### src/hw/adc_seq_pkg.sv
// constants, state type and register map of the adc sequencer control block
//
// Notes on behaviour
// RULE1: writing the trigger bit starts a sequence
// RULE2: new trigger aborts, restarts at first channel
// RULE3: config bit 13 selects mode, resets auto
// RULE4: direct mode converts each channel once, idles
// RULE5: auto mode loops over channels without triggers
// RULE6: trigger, mode change, channel rewrite stop cycle
// RULE7: trigger with mode zero-to-one returns to wait
// RULE8: each channel result is 10-bit straight binary
// RULE9: finished channel goes to its holding register
// RULE10: last channel copies all holdings to results
// RULE11: result reads freeze result register updates
// RULE12: config bits 9:8 set the conversion rate
// RULE13: four acquisition times plus fixed conversion time
// RULE14: auto follows rate; direct rate is a cap
// RULE15: up to 4 us sync before first channel
// RULE16: nap between conversions unless fastest rate
// RULE17: ready flag at bit 7 plus open-drain pin
// RULE18: direct completion sets ready, drives pin low
// RULE19: result read or trigger clears ready, pin
// RULE20: auto update gives 1 us low pin pulse
// RULE21: auto mode ignores trigger, reads it zero
// RULE22: host keeps bus quiet during conversion
// RULE23: ascending order, disabled channels skipped
package adc_seq_pkg;

    // -------------------------------------------------------------
    // sizes
    // -------------------------------------------------------------
    localparam int ADDR_W = 8;      // axi byte address width
    localparam int NUM_CH = 8;      // analog channels
    localparam int RES_W = 10;      // result width
    localparam int CNT_W = 12;      // sequencer counter width

    // -------------------------------------------------------------
    // timing, ns and derived cycles at the 4 ns clock
    // -------------------------------------------------------------
    localparam int CLK_NS = 4;
    localparam int ACQ_NS_0 = 375;
    localparam int ACQ_NS_1 = 2375;
    localparam int ACQ_NS_2 = 6375;
    localparam int ACQ_NS_3 = 14375;
    localparam int CONV_NS = 1625;
    localparam int SYNC_NS = 4000;  // longest start delay
    localparam int DAV_PULSE_NS = 1000;
    localparam logic [CNT_W-1:0] ACQ_CYC_0 = CNT_W'((ACQ_NS_0 + CLK_NS - 1) / CLK_NS);
    localparam logic [CNT_W-1:0] ACQ_CYC_1 = CNT_W'((ACQ_NS_1 + CLK_NS - 1) / CLK_NS);
    localparam logic [CNT_W-1:0] ACQ_CYC_2 = CNT_W'((ACQ_NS_2 + CLK_NS - 1) / CLK_NS);
    localparam logic [CNT_W-1:0] ACQ_CYC_3 = CNT_W'((ACQ_NS_3 + CLK_NS - 1) / CLK_NS);
    localparam logic [CNT_W-1:0] CONV_CYC = CNT_W'((CONV_NS + CLK_NS - 1) / CLK_NS);
    localparam logic [CNT_W-1:0] SYNC_CYC = CNT_W'(SYNC_NS / CLK_NS);
    localparam logic [7:0] DAV_PULSE_CYC = 8'(DAV_PULSE_NS / CLK_NS);

    // -------------------------------------------------------------
    // register map, fields and reset values
    // -------------------------------------------------------------
    localparam logic [ADDR_W-1:0] CFG_OFS = 8'h00;
    localparam logic [ADDR_W-1:0] ENA_OFS = 8'h04;
    localparam logic [ADDR_W-1:0] GAIN_OFS = 8'h08;
    localparam logic [ADDR_W-1:0] RES_BASE = 8'h20;
    localparam logic [ADDR_W-1:0] RES_LAST = 8'h3c;
    localparam int TRIG_BIT = 15;
    localparam int MODE_BIT = 13;
    localparam int RATE_LSB = 8;
    localparam int READY_BIT = 7;
    localparam logic MODE_RST = 1'b1;       // auto mode
    localparam logic [1:0] RATE_FAST = 2'h0;
    localparam logic [1:0] RESP_OKAY = 2'h0;
    localparam logic [1:0] RESP_SLVERR = 2'h2;

    // sequencer states
    typedef enum logic [1:0] {
        ST_IDLE,
        ST_SYNC,
        ST_ACQ,
        ST_CONV
    } seq_state_e;

endpackage

### src/hw/adc_rate_table.sv
// rate code to acquisition length and nap permission
`timescale 1ns/1ps
module adc_rate_table (
    input wire logic [1:0] rate,
    output logic [adc_seq_pkg::CNT_W-1:0] acq_cyc,
    output logic nap_ok
);
    import adc_seq_pkg::*;

    // -------------------------------------------------------------
    // lookup
    // -------------------------------------------------------------
    // RULE13 acquisition time table
    always_comb begin
        case (rate)
            2'h0: acq_cyc = ACQ_CYC_0;
            2'h1: acq_cyc = ACQ_CYC_1;
            2'h2: acq_cyc = ACQ_CYC_2;
            default: acq_cyc = ACQ_CYC_3;
        endcase
    end

    // RULE16 nap allowed off fastest code
    assign nap_ok = (rate != RATE_FAST);
endmodule

### src/hw/adc_chan_pick.sv
// lowest set bit finder for channel selection
`timescale 1ns/1ps
module adc_chan_pick #(
    parameter int N = 8
) (
    input wire logic [N-1:0] vec,
    output logic found,
    output logic [$clog2(N)-1:0] idx
);
    // -------------------------------------------------------------
    // priority search
    // -------------------------------------------------------------
    // RULE23 lowest enabled channel first
    always_comb begin
        found = 1'b0;
        idx = '0;
        for (int i = N - 1; i >= 0; i--) begin
            if (vec[i]) begin
                found = 1'b1;
                idx = ($clog2(N))'(i);
            end
        end
    end
endmodule

### src/hw/adc_sequencer_control.sv
// adc sequencer control with axi4-lite register slave
`timescale 1ns/1ps
module adc_sequencer_control (
    input wire logic aclk,
    input wire logic aresetn,
    input wire logic [adc_seq_pkg::ADDR_W-1:0] s_axi_awaddr,
    input wire logic s_axi_awvalid,
    output logic s_axi_awready,
    input wire logic [31:0] s_axi_wdata,
    input wire logic [3:0] s_axi_wstrb,
    input wire logic s_axi_wvalid,
    output logic s_axi_wready,
    output logic [1:0] s_axi_bresp,
    output logic s_axi_bvalid,
    input wire logic s_axi_bready,
    input wire logic [adc_seq_pkg::ADDR_W-1:0] s_axi_araddr,
    input wire logic s_axi_arvalid,
    output logic s_axi_arready,
    output logic [31:0] s_axi_rdata,
    output logic [1:0] s_axi_rresp,
    output logic s_axi_rvalid,
    input wire logic s_axi_rready,
    input wire logic [adc_seq_pkg::RES_W-1:0] conv_data,
    output logic [2:0] mux_sel,
    output logic track,
    output logic convert,
    output logic nap,
    output logic [adc_seq_pkg::NUM_CH-1:0] chan_gain,
    output logic data_valid_n_o,
    output logic data_valid_n_oe
);
    import adc_seq_pkg::*;

    // -------------------------------------------------------------
    // state
    // -------------------------------------------------------------
    typedef struct packed {
        seq_state_e st;                     // sequencer state
        logic [2:0] chan;                   // channel in work
        logic [CNT_W-1:0] cnt;              // phase countdown
        logic mode;                         // 1 auto, 0 direct
        logic [1:0] rate;                   // rate code
        logic [NUM_CH-1:0] ena;             // channel enables
        logic [NUM_CH-1:0] gain;            // channel range select
        logic [NUM_CH-1:0][RES_W-1:0] tmp;  // first stage
        logic [NUM_CH-1:0][RES_W-1:0] res;  // readable stage
        logic ready;                        // direct mode ready flag
        logic [7:0] dav_cnt;                // auto pulse timer
        logic pend;                         // copy waiting on freeze
        logic hold;                         // auto held after trig
        logic aw_ok;                        // address captured
        logic [ADDR_W-1:0] aw_addr;
        logic w_ok;                         // data captured
        logic [31:0] w_data;
        logic [3:0] w_strb;
        logic bvalid;
        logic [1:0] bresp;
        logic rvalid;
        logic [31:0] rdata;
        logic [1:0] rresp;
        logic rd_res;                       // result word on the bus
    } state_s;

    state_s q;
    state_s d;

    // -------------------------------------------------------------
    // helpers
    // -------------------------------------------------------------
    logic [CNT_W-1:0] acq_cyc;      // acquisition cycles for rate
    logic nap_ok;                   // rate code allows nap
    logic first_found;              // any channel enabled
    logic [2:0] first_idx;          // lowest enabled channel
    logic next_found;               // enabled channel above current
    logic [2:0] next_idx;
    logic [NUM_CH-1:0] above;       // enables above current chan
    logic [31:0] cfg_word;          // config readback
    logic [31:0] nv;                // merged write value
    logic wr_go;                    // write executes this cycle
    logic trig_ev;                  // accepted trigger
    logic abort_ev;                 // stop current cycle
    logic hold_ev;                  // trigger with mode 0 to 1
    logic rd_clear;                 // result read accepted
    logic done_last;                // last channel finished
    logic copy_go;                  // results copied this cycle
    logic freeze;                   // result word being shifted out
    logic set_ready;

    // byte-lane merge of a write into an old word
    function automatic logic [31:0] merge(input logic [31:0] old, input logic [31:0] nw,
                                          input logic [3:0] strb);
        logic [31:0] r;
        r = old;
        for (int b = 0; b < 4; b++) begin
            if (strb[b]) begin
                r[8*b +: 8] = nw[8*b +: 8];
            end
        end
        return r;
    endfunction

    adc_rate_table u_rate (.rate(q.rate), .acq_cyc(acq_cyc), .nap_ok(nap_ok));
    adc_chan_pick #(.N(NUM_CH)) u_first (.vec(q.ena), .found(first_found), .idx(first_idx));
    // mask keeps only channels above the current one
    assign above = q.ena & ~NUM_CH'((9'h2 << q.chan) - 9'h1);
    adc_chan_pick #(.N(NUM_CH)) u_next (.vec(above), .found(next_found), .idx(next_idx));

    // -------------------------------------------------------------
    // next state
    // -------------------------------------------------------------
    always_comb begin
        d = q;
        trig_ev = 1'b0;
        abort_ev = 1'b0;
        hold_ev = 1'b0;
        rd_clear = 1'b0;
        done_last = 1'b0;
        copy_go = 1'b0;
        set_ready = 1'b0;
        nv = '0;
        wr_go = q.aw_ok && q.w_ok;
        freeze = q.rvalid && q.rd_res;
        // config readback; trigger bit always reads zero
        // RULE21 trigger reads as zero
        cfg_word = '0;
        cfg_word[MODE_BIT] = q.mode;
        cfg_word[RATE_LSB +: 2] = q.rate;
        cfg_word[READY_BIT] = q.ready;

        // axi handshakes retire
        if (s_axi_awvalid && s_axi_awready) begin
            d.aw_ok = 1'b1;
            d.aw_addr = s_axi_awaddr;
        end
        if (s_axi_wvalid && s_axi_wready) begin
            d.w_ok = 1'b1;
            d.w_data = s_axi_wdata;
            d.w_strb = s_axi_wstrb;
        end
        if (s_axi_bvalid && s_axi_bready) begin
            d.bvalid = 1'b0;
        end
        if (s_axi_rvalid && s_axi_rready) begin
            d.rvalid = 1'b0;
            d.rd_res = 1'b0;
        end

        // register write, once both halves are in
        if (wr_go) begin
            d.aw_ok = 1'b0;
            d.w_ok = 1'b0;
            d.bvalid = 1'b1;
            d.bresp = RESP_OKAY;
            if (q.aw_addr == CFG_OFS) begin
                nv = merge(cfg_word, q.w_data, q.w_strb);
                // RULE12 rate field from config write
                d.rate = nv[RATE_LSB +: 2];
                // RULE6 mode change stops cycle
                if (nv[MODE_BIT] != q.mode) begin
                    d.mode = nv[MODE_BIT];
                    abort_ev = 1'b1;
                    d.hold = 1'b0;
                    // RULE7 trigger with 0 to 1 waits
                    if (nv[TRIG_BIT] && nv[MODE_BIT]) begin
                        hold_ev = 1'b1;
                    end
                end else if (nv[TRIG_BIT] && !q.mode) begin
                    // RULE1 trigger write in direct mode
                    trig_ev = 1'b1;
                end
            end else if (q.aw_addr == ENA_OFS) begin
                // RULE6 channel rewrite stops cycle
                nv = merge({24'h0, q.ena}, q.w_data, q.w_strb);
                d.ena = nv[NUM_CH-1:0];
                abort_ev = 1'b1;
            end else if (q.aw_addr == GAIN_OFS) begin
                nv = merge({24'h0, q.gain}, q.w_data, q.w_strb);
                d.gain = nv[NUM_CH-1:0];
                abort_ev = 1'b1;
            end else if (q.aw_addr >= RES_BASE && q.aw_addr <= RES_LAST
                         && q.aw_addr[1:0] == 2'h0) begin
                d.bresp = RESP_OKAY;        // results are read only
            end else begin
                d.bresp = RESP_SLVERR;
            end
        end

        // register read
        if (s_axi_arvalid && s_axi_arready) begin
            d.rvalid = 1'b1;
            d.rresp = RESP_OKAY;
            d.rdata = '0;
            if (s_axi_araddr == CFG_OFS) begin
                d.rdata = cfg_word;
            end else if (s_axi_araddr == ENA_OFS) begin
                d.rdata[NUM_CH-1:0] = q.ena;
            end else if (s_axi_araddr == GAIN_OFS) begin
                d.rdata[NUM_CH-1:0] = q.gain;
            end else if (s_axi_araddr >= RES_BASE && s_axi_araddr <= RES_LAST
                         && s_axi_araddr[1:0] == 2'h0) begin
                // RULE8 10-bit result in low bits
                d.rdata[RES_W-1:0] = q.res[s_axi_araddr[4:2]];
                d.rd_res = 1'b1;
                rd_clear = 1'b1;
            end else begin
                d.rresp = RESP_SLVERR;
            end
        end

        // sequencer
        case (q.st)
            ST_IDLE: begin
                // RULE5 auto mode starts on its own
                if (q.mode && !q.hold && first_found) begin
                    d.st = ST_SYNC;
                    d.cnt = SYNC_CYC - 1'b1;
                end
            end
            ST_SYNC: begin
                // RULE15 fixed start delay
                if (q.cnt == '0) begin
                    d.st = first_found ? ST_ACQ : ST_IDLE;
                    d.chan = first_idx;
                    d.cnt = acq_cyc - 1'b1;
                end else begin
                    d.cnt = q.cnt - 1'b1;
                end
            end
            ST_ACQ: begin
                // RULE14 rate code paces each channel
                if (q.cnt == '0) begin
                    d.st = ST_CONV;
                    d.cnt = CONV_CYC - 1'b1;
                end else begin
                    d.cnt = q.cnt - 1'b1;
                end
            end
            ST_CONV: begin
                if (q.cnt == '0) begin
                    // RULE9 result into holding register
                    d.tmp[q.chan] = conv_data;
                    // RULE23 next enabled channel upward
                    if (next_found) begin
                        d.st = ST_ACQ;
                        d.chan = next_idx;
                        d.cnt = acq_cyc - 1'b1;
                    end else begin
                        done_last = 1'b1;
                        // RULE4 direct mode goes idle
                        // RULE5 auto mode wraps to first
                        d.st = (q.mode && first_found) ? ST_ACQ : ST_IDLE;
                        d.chan = first_idx;
                        d.cnt = acq_cyc - 1'b1;
                    end
                end else begin
                    d.cnt = q.cnt - 1'b1;
                end
            end
            default: d.st = ST_IDLE;
        endcase

        // aborts override the sequencer
        if (abort_ev) begin
            d.st = ST_IDLE;
        end
        if (hold_ev) begin
            d.hold = 1'b1;
        end
        // RULE2 trigger restarts from first channel
        if (trig_ev) begin
            d.st = ST_SYNC;
            d.cnt = SYNC_CYC - 1'b1;
        end

        // pulse timer runs down
        if (q.dav_cnt != '0) begin
            d.dav_cnt = q.dav_cnt - 1'b1;
        end

        // RULE11 no copy while result shifts out
        // RULE10 all holdings copied at once
        copy_go = (done_last || q.pend) && !freeze;
        if (copy_go) begin
            d.res = d.tmp;
            d.pend = 1'b0;
            if (q.mode) begin
                // RULE20 auto mode 1 us pulse
                d.dav_cnt = DAV_PULSE_CYC;
            end else begin
                set_ready = 1'b1;
            end
        end else if (done_last) begin
            d.pend = 1'b1;
        end

        // RULE19 read or trigger clears ready
        if (rd_clear || trig_ev) begin
            d.ready = 1'b0;
        end
        // RULE18 completion sets ready, set wins
        if (set_ready) begin
            d.ready = 1'b1;
        end
    end

    // -------------------------------------------------------------
    // registers
    // -------------------------------------------------------------
    always_ff @(posedge aclk) begin
        if (!aresetn) begin
            q <= '0;
            // RULE3 auto mode after reset
            q.mode <= MODE_RST;
        end else begin
            q <= d;
        end
    end

    // -------------------------------------------------------------
    // outputs
    // -------------------------------------------------------------
    assign s_axi_awready = !q.aw_ok && !q.bvalid;
    assign s_axi_wready = !q.w_ok && !q.bvalid;
    assign s_axi_bvalid = q.bvalid;
    assign s_axi_bresp = q.bresp;
    assign s_axi_arready = !q.rvalid;
    assign s_axi_rvalid = q.rvalid;
    assign s_axi_rdata = q.rdata;
    assign s_axi_rresp = q.rresp;
    assign mux_sel = q.chan;
    assign chan_gain = q.gain;
    assign convert = (q.st == ST_CONV);
    // RULE16 nap in idle and early acquisition
    assign nap = nap_ok && ((q.st == ST_IDLE) || (q.st == ST_ACQ && q.cnt >= ACQ_CYC_0));
    assign track = (q.st == ST_ACQ) && !nap;
    // RULE17 open-drain pin, low while enabled
    assign data_valid_n_o = 1'b0;
    assign data_valid_n_oe = q.ready || (q.dav_cnt != '0);

    // -------------------------------------------------------------
    // checks
    // -------------------------------------------------------------
    a_mode_after_reset: assert property (@(posedge aclk) disable iff (!aresetn) // RULE3
        $rose(aresetn) |-> q.mode) else $error("mode not auto after reset");
    a_trig_restarts: assert property (@(posedge aclk) disable iff (!aresetn) // RULE2
        trig_ev |=> q.st == ST_SYNC && q.cnt == SYNC_CYC - 1'b1) else $error("restart missed");
    a_chan_write_stops: assert property (@(posedge aclk) disable iff (!aresetn) // RULE6
        (abort_ev && !trig_ev) |=> q.st == ST_IDLE) else $error("write did not stop cycle");
    a_trig_reads_zero: assert property (@(posedge aclk) disable iff (!aresetn) // RULE21
        s_axi_rvalid |-> !s_axi_rdata[TRIG_BIT]) else $error("trigger bit read back as one");
    a_freeze_results: assert property (@(posedge aclk) disable iff (!aresetn) // RULE11
        freeze |=> $stable(q.res)) else $error("results changed during shift out");
    a_copy_all: assert property (@(posedge aclk) disable iff (!aresetn) // RULE10
        (q.pend && !freeze) |=> !q.pend && q.res == $past(q.tmp)) else $error("pending copy lost");
    a_ready_drives_pin: assert property (@(posedge aclk) disable iff (!aresetn) // RULE18
        (copy_go && !q.mode) |=> q.ready && data_valid_n_oe) else $error("ready not raised");
    a_read_clears: assert property (@(posedge aclk) disable iff (!aresetn) // RULE19
        (rd_clear && !set_ready) |=> !q.ready) else $error("result read did not clear ready");
    a_auto_pulse: assert property (@(posedge aclk) disable iff (!aresetn) // RULE20
        (copy_go && q.mode && !q.ready) |=> data_valid_n_oe [*8] ##242 data_valid_n_oe ##1
        !data_valid_n_oe) else $error("auto pulse length wrong");
    a_nap_rate: assert property (@(posedge aclk) disable iff (!aresetn) // RULE16
        nap |-> q.rate != RATE_FAST) else $error("nap at fastest rate");
    a_sync_length: assert property (@(posedge aclk) disable iff (!aresetn) // RULE15
        ($past(q.st) == ST_SYNC && q.st == ST_ACQ) |-> $past(q.cnt) == '0)
        else $error("sync ended early");

endmodule

### config.mk
export PLATFORM = sky130hd
export DESIGN_NAME = adc_sequencer_control
export DESIGN_NICKNAME = d
export VERILOG_FILES = /design/src/hw/adc_seq_pkg.sv /design/src/hw/adc_rate_table.sv /design/src/hw/adc_chan_pick.sv /design/src/hw/adc_sequencer_control.sv
export SDC_FILE = /design/constraint.sdc
export NUM_CORES = 1
export LEC_CHECK = 0
export BUFFER_PORTS_ARGS = -buffer_cell sky130_fd_sc_hd__buf_2
export CELL_PAD_IN_SITES_DETAIL_PLACEMENT = 1
export CELL_PAD_IN_SITES_GLOBAL_PLACEMENT = 1
export CORE_MARGIN = 2
export CORE_UTILIZATION = 46
export DETAILED_ROUTE_END_ITERATION = 10
export PLACE_DENSITY = 0.92
export SYNTH_ARGS = -nofsm -noshare
export SYNTH_HDL_FRONTEND = slang
export SYNTH_HIERARCHICAL = 1
export SYNTH_SLANG_ARGS = --single-unit
export TNS_END_PERCENT = 20
### constraint.sdc
create_clock -name aclk -period 6.02 [get_ports aclk]
set_input_delay 0.602 -clock aclk [delete_from_list [all_inputs] [get_ports aclk]]
set_output_delay 0.602 -clock aclk [all_outputs]
set_load 0.02 [all_outputs]
---- Word level (Yosys, flattened, before mapping) ----
Cells that the tools add are included.
cells by class
  shift operators ......................... 1
  bitwise operators ....................... 5
  order comparisons ....................... 8
  reduce and logical (&&, ||, !) cells .... 63
  eq/ne operators ......................... 20
  add/sub/neg operators ................... 4
  mux-type cells .......................... 114
operators by type and width
  cell                                                                                  count
  80-bit two-way mux                                                                    2
  80-bit bitwise mux                                                                    1
  8-bit two-way mux                                                                     8
  3-bit two-way mux                                                                     20
  1-bit two-way mux                                                                     50
  10-bit two-way mux                                                                    5
  12-bit two-way mux                                                                    4
  12-bit case mux with 4 select lines                                                   1
  36-bit two-way mux                                                                    1
  12-bit case mux with 3 select lines                                                   1
  10-bit binary-select mux with 3-bit select                                            1
  10-bit demux with 3-bit select                                                        1
  2-bit two-way mux                                                                     12
  12-bit by 1-bit subtractor with 12-bit output, second input constant                  2
  1-bit logical AND                                                                     23
  17-bit two-way mux                                                                    1
  8-bit by 3-bit equality test with 1-bit output, second input constant                 2
  8-bit by 4-bit equality test with 1-bit output, second input constant                 2
  8-bit by 6-bit greater-or-equal comparator with 1-bit output, second input constant   2
  8-bit by 6-bit <= comparator with 1-bit output, second input constant                 2
  8-bit logical NOT                                                                     2
  2-bit nonzero test                                                                    8
  8-bit by 1-bit subtractor with 8-bit output, second input constant                    2
  12-bit by 7-bit greater-or-equal comparator with 1-bit output, second input constant  1
  other kinds (29)                                                                      61
word-level totals
  output and inout bits ................... 57
  flip-flop bits (word level) ............. 274

---- Depth between registers and ports, before layout ----
  depth after elaboration ................. 19
  mapped depth ............................ 11
  gate-level depth less buffers ........... 9

---- By module ----
Netlist, hierarchy kept.
by module, submodules not included
  module                 area each (sq um)  instances  cells an instance
  adc_sequencer_control  10725.3            1          1161
  adc_chan_pick          80.1               2          13
  adc_rate_table         85.1               1          15

---- Worst setup path before layout ----
No wires, ideal clock.
  path kind ............................... reg2reg
  start ................................... reg q, in the netlist mux_sel[2]
  end ..................................... reg q[136] (netlist bit)
  slack ................................... 3.368 ns
  clock period less this slack ............ 2.652 ns
  cell stages (with the launch flop) ...... 12
  buffers on the path ..................... 3
  arrival time ............................ 2.520 ns
  library setup time ...................... 0.133 ns
  path through ............................ dfxtp_1 -> clkbuf_1 -> inv_1 -> and3_1 -> nor4_2 -> nand2_1 -> and4b_1 -> nand4_1 -> a21boi_2 -> buf_2 -> clkbuf_1 -> a21oi_1
on the way
  elaborated cells on any way between the ends .. 25
RTL lines
  what                                         line                          RTL
  from (decl)                                  adc_sequencer_control.sv:64   state_s q;
  2-bit by 3-bit left shift with 8-bit output  adc_sequencer_control.sv:105  assign above = q.ena & ~NUM_CH'((9'h2 << q.chan) - 9'h1);
  8-bit by 1-bit subtractor with 8-bit output  adc_sequencer_control.sv:105
  8-bit inverter                               adc_sequencer_control.sv:105
  8-bit bitwise AND                            adc_sequencer_control.sv:105
  net above[3]                                 adc_sequencer_control.sv:76   logic [NUM_CH-1:0] above;
  1-bit two-way mux (4 in a row)               adc_chan_pick.sv:18           if (vec[i]) begin
  net next_found                               adc_sequencer_control.sv:74   logic next_found;
  1-bit two-way mux                            adc_sequencer_control.sv:243  if (next_found) begin
  1-bit two-way mux                            adc_sequencer_control.sv:239  if (q.cnt == '0) begin
  1-bit two-way mux                            adc_sequencer_control.sv:211  case (q.st)
  1-bit logical OR                             adc_sequencer_control.sv:282  copy_go = (done_last || q.pend) && !freeze;
  1-bit logical AND                            adc_sequencer_control.sv:282
The timed path passes the listed nets, and every way through them passes these cells.
A chain may end at the register's enable or synchronous reset.

---- Worst setup path in the final report ----
  start ................................... reg q, in the netlist mux_sel[2]
  end ..................................... reg q[139] (netlist bit)
on the way
  word-level cells in the longest chain between the ends .. 17
  elaborated cells on any way between the ends .. 25
RTL lines
  what                                         line
  2-bit by 3-bit left shift with 8-bit output  adc_sequencer_control.sv:105
  8-bit by 1-bit subtractor with 8-bit output  adc_sequencer_control.sv:105
  8-bit inverter                               adc_sequencer_control.sv:105
  8-bit bitwise AND                            adc_sequencer_control.sv:105
  net above[7]                                 adc_sequencer_control.sv:76
  1-bit two-way mux (8 in a row)               adc_chan_pick.sv:18
  net next_found                               adc_sequencer_control.sv:74
  1-bit two-way mux                            adc_sequencer_control.sv:243
  1-bit two-way mux                            adc_sequencer_control.sv:239
  1-bit two-way mux                            adc_sequencer_control.sv:211
  1-bit logical OR                             adc_sequencer_control.sv:282
  1-bit logical AND                            adc_sequencer_control.sv:282
The timed path passes the listed nets, and every way through them passes these cells.

==> out/qor_table.md <==
| Item | This run |
| --- | --- |
| Switching part of the total power | 27.1% |
| Category of the critical setup timing path | reg2reg |
| Power Dens Cells | 332 nW/um2 |
| Via count of the first global-routing pass | 10100 |
| Main flop type after synthesis | dfxtp_1 |
| Post-route DRC violation count | 0 |
| Setup repair after global routing missed its margin | no |
| Internal Power | 2.94 mW |
| Chip height | 158 um |
| Status | finished, final reports clean |
| ANT nets after route | 0 |
| Area of placed instances | 11200 um2 |
| CTS H-tree depth | 1 |
| Routed wire length | 37.1 mm |
| Required @ worst endpoint | 6450 ps |
| Register area share after synthesis | 45.1% |
| Peak supply drop | 286 uV |
| Endpoint class of the critical path | flop |
| Syn. warnings | 6 |
| Critical-path cell list | nand2_1 > o21a_1 > nor4_1 > nand2_1 > and4b_1 > nand4_1 > a21boi_4 > buf_4 > o21ai_0 > a21oi_1 |
| Top cells by area in the synthesized netlist | dfxtp_1 (45%), mux2i_1 (10%), a21oi_1 (6.0%) |
| Total setup buffers inserted after CTS | 0 |
| Clock buffer count from CTS | 26 |
| CTS clk-pin slew, worst paths | 70 ps |
| Global-route layer with the greatest usage | met2 |
| Overall track demand over capacity in global routing | 29.4% |
| Count of mapped cells out of synthesis | 1202 |
| Time the worst path needs with I/O delays and setup | 4500 ps |
| Final Core Density | 51.9% |
| CP Max Fanout | 63 |
| Data arrival time at the worst-slack endpoint | 4930 ps |
| Maximum capacitance violations | 0 |
| Kind of path behind the tightest hold check | in2reg |
| CTS root buffer | clkbuf_16 |
| Sequential fraction of design power | 43.1% |
| Quantity of hold-fixing buffers added after cts | 0 |
| Detailed-route via count | 9630 |
| Fin nets | 1282 |
| Timing-limited maximum frequency | 222 MHz |
| Placed wire-length estimate after detailed placement | 21.1 mm |
| Synth Register Bits | 247 |
| Worst setup SP type | flop |
| Mapped Area | 11000 um2 |
| Share of the clock period used by the worst path | 74.7% |
| Met1 routing resource usage after global routing | 35.2% |
| CP max stage delay | 910 ps |
| Number of design-rule violations left by the first detailed-router iteration | 874 |
| Number of antenna violations at the first check in global routing | 3 |
| Quantity of gates resized following cts | 0 |
| Final design instance area without fill | 12200 um2 |
| Leftover overflow at the end of global routing | 0 |
| Number of logic stages on the critical path including buffering | 10 |
| Max Slew Vio Count | 0 |
| Row cnt | 56 |
| Length in cells of the worst reg-to-reg path | 10 |
| Worst setup slack after placement | 1800 ps |
| GR Layer Usage met2 | 49.5% |
| Most common cell in the netlist | dfxtp_1 |
| M3 GR Usage | 5.80% |
| Non-filler cells, final | 1549 |
| Port bufs | 79 |
| Static Leak | 5.00 nW |
| List of most frequent post-synthesis cells | dfxtp_1 (247), a21oi_1 (131), nor2_1 (130), mux2i_1 (113), o21ai_0 (85) |
| DR pass1 iterations | 6 |
| Number of setup violations in the final report | 0 |
| Async set or reset register ratio after synthesis | 0% |
| Count of buffering cells on the critical path with inverters included | 1 |
| Unique cell type count in the Yosys netlist | 68 |
| Share of total power in the clock network | 44.3% |
| Avg Inst Size Synth | 9.13 um2 |
| Most frequent cell on the critical path | nand2_1 |
| Final clock skew | 12.6 ps |
| Initial Utilization | 46.7% |
| Std-Cell Core Area | 23500 um2 |
| Number of fillers in the final layout | 2629 |
| Maximum number of pins on one net before global-route repair | 86 |
| Relative slew margins | 15.0% |
| Clock insertion delay at the later pin of the skew report | 530 ps |
| Die span in x | 158 um |
| Share of final-layout standard cells stronger than drive strength 1 | 13.7% |
| Detailed-route vias per instance | 6.22 |
| Portion of synthesized cell area occupied by the leading cell type | 45.1% |
| Switching power total | 1.09 mW |
| Critical path's top delay family | compound AO/OA/AOI/OAI gates |
| Hold depth | 3 |
| Avg WL per Cell | 24.0 um |
| Worst slew pin tran | 1270 ps |
| Setup slack of the critical path after layout | 1520 ps |
| Io pins | 126 |
| CTS tree | done |
| Total Neg Setup Slack | 0 ps |
| Biggest area consumer among synthesized cells | dfxtp_1 |
| Area overhead of the layout relative to synthesis | 11.0% |
| Global-route wire length before repair | 57.1 mm |
| Slowest-stage cell, CP | a21boi_4 |
| Number of synthesized flops with an enable pin | 0 |
| Final hold viol count | 0 |
| Die Footprint | 25100 um2 |
| Combinational Power Share | 12.7% |
| Placed Cells incl. Taps | 1498 |
| CTS Sinks | 247 |
| Routability-driven placement congestion ratio | 0.851 |
| Maximum root-to-sink buffer count | 3 |
[worst min-delay path: cells and delay by family]
kind | cells | cell delay (ps)
buffers and inverters | 1 | 100
AO/OA/AOI/OAI | 1 | 50
AND/OR/NAND/NOR | 1 | 40
[power groups by stage]
stage          combinational (mW)  clock (mW)  sequential, mW
2_1_floorplan               0.393           0            1.75
3_3_place_gp                0.458           0            1.77
4_1_cts                     0.499        1.80            1.74
6_report                    0.512        1.79            1.74
5_1_grt                     0.552        1.87            1.74
3_5_place_dp                0.486           0            1.77
[final timing paths]
| check | slack, ps | from | endpoint |
|---|---|---|---|
| hold reg to reg | 460 | q[77] | q[77] |
| setup reg to reg | 1520 | mux_sel[2] | q[139] |
| setup / recovery | 1520 | mux_sel[2] | q[139] |
| hold / removal | 310 | s_axi_wdata[9] | q[52] |
[stage by stage]
| step | hold slack, ps | power, mW |
|---|---|---|
| finish | 309 | 4.04 |
| global route | 319 | 4.16 |
| CTS | 303 | 4.03 |
| detailed placement | 441 | 2.26 |
| global placement | 440 | 2.22 |
| floorplan | 427 | 2.14 |
[sequential cells by signal, indices dropped and copies added, names as in the netlist]
name	flops
s_axi_bvalid	1
cfg_word	4
s_axi_rresp	1
s_axi_rvalid	1
q	217
s_axi_rdata	11
s_axi_bresp	1
chan_gain	8
mux_sel	3
[cell families after synthesis]
group,synth area share [%]
compound gates,15.4
xor+xnor,1.28
fa+ha+maj,0.684
buf+inv,7.81
flops,45.1
mux,14.3
other cells,0.103
simple gates,15.3
[layout make-up]
class / instances / area [um2] / share of cell area (%)
Sequential cell: 247 / 4940 / 40.6
Multi-Input combinational cell: 821 / 5330 / 43.7
Timing Repair Buffer: 89 / 470 / 3.86
Clock buffer: 40 / 805 / 6.61
Antenna cell: 3 / 7.51 / 0.0616
Clock inverter: 8 / 144 / 1.18
Tap cell: 319 / 399 / 3.28
Inverter: 22 / 85.1 / 0.699
[placed cells by master, fill, tap and decap left out, types with 11 or more instances in the layout]
| master | netlist | final |
|---|---|---|
| nor2_1 | 130 | 130 |
| dfxtp_1 | 247 | 247 |
| nand2_1 | 79 | 79 |
| inv_1 | 21 | 21 |
| buf_2 | 16 | 79 |
| conb_1 | 3 | 32 |
| nand4_1 | 21 | 21 |
| nor3_1 | 15 | 15 |
| nor4_1 | 15 | 11 |
| o21ai_0 | 85 | 85 |
| clkbuf_16 | 0 | 27 |
| a21oi_1 | 131 | 131 |
| mux4_2 | 18 | 18 |
| mux2i_1 | 113 | 113 |
[metal layers]
metal | part of all wire [%] | vias to the layer above
met5 | 0 | -
met4 | 5.6 | 0
met3 | 7.2 | 169
met2 | 48 | 514
met1 | 39 | 4757
li1 | - | 4190
(Power assumes the default switching activity.)
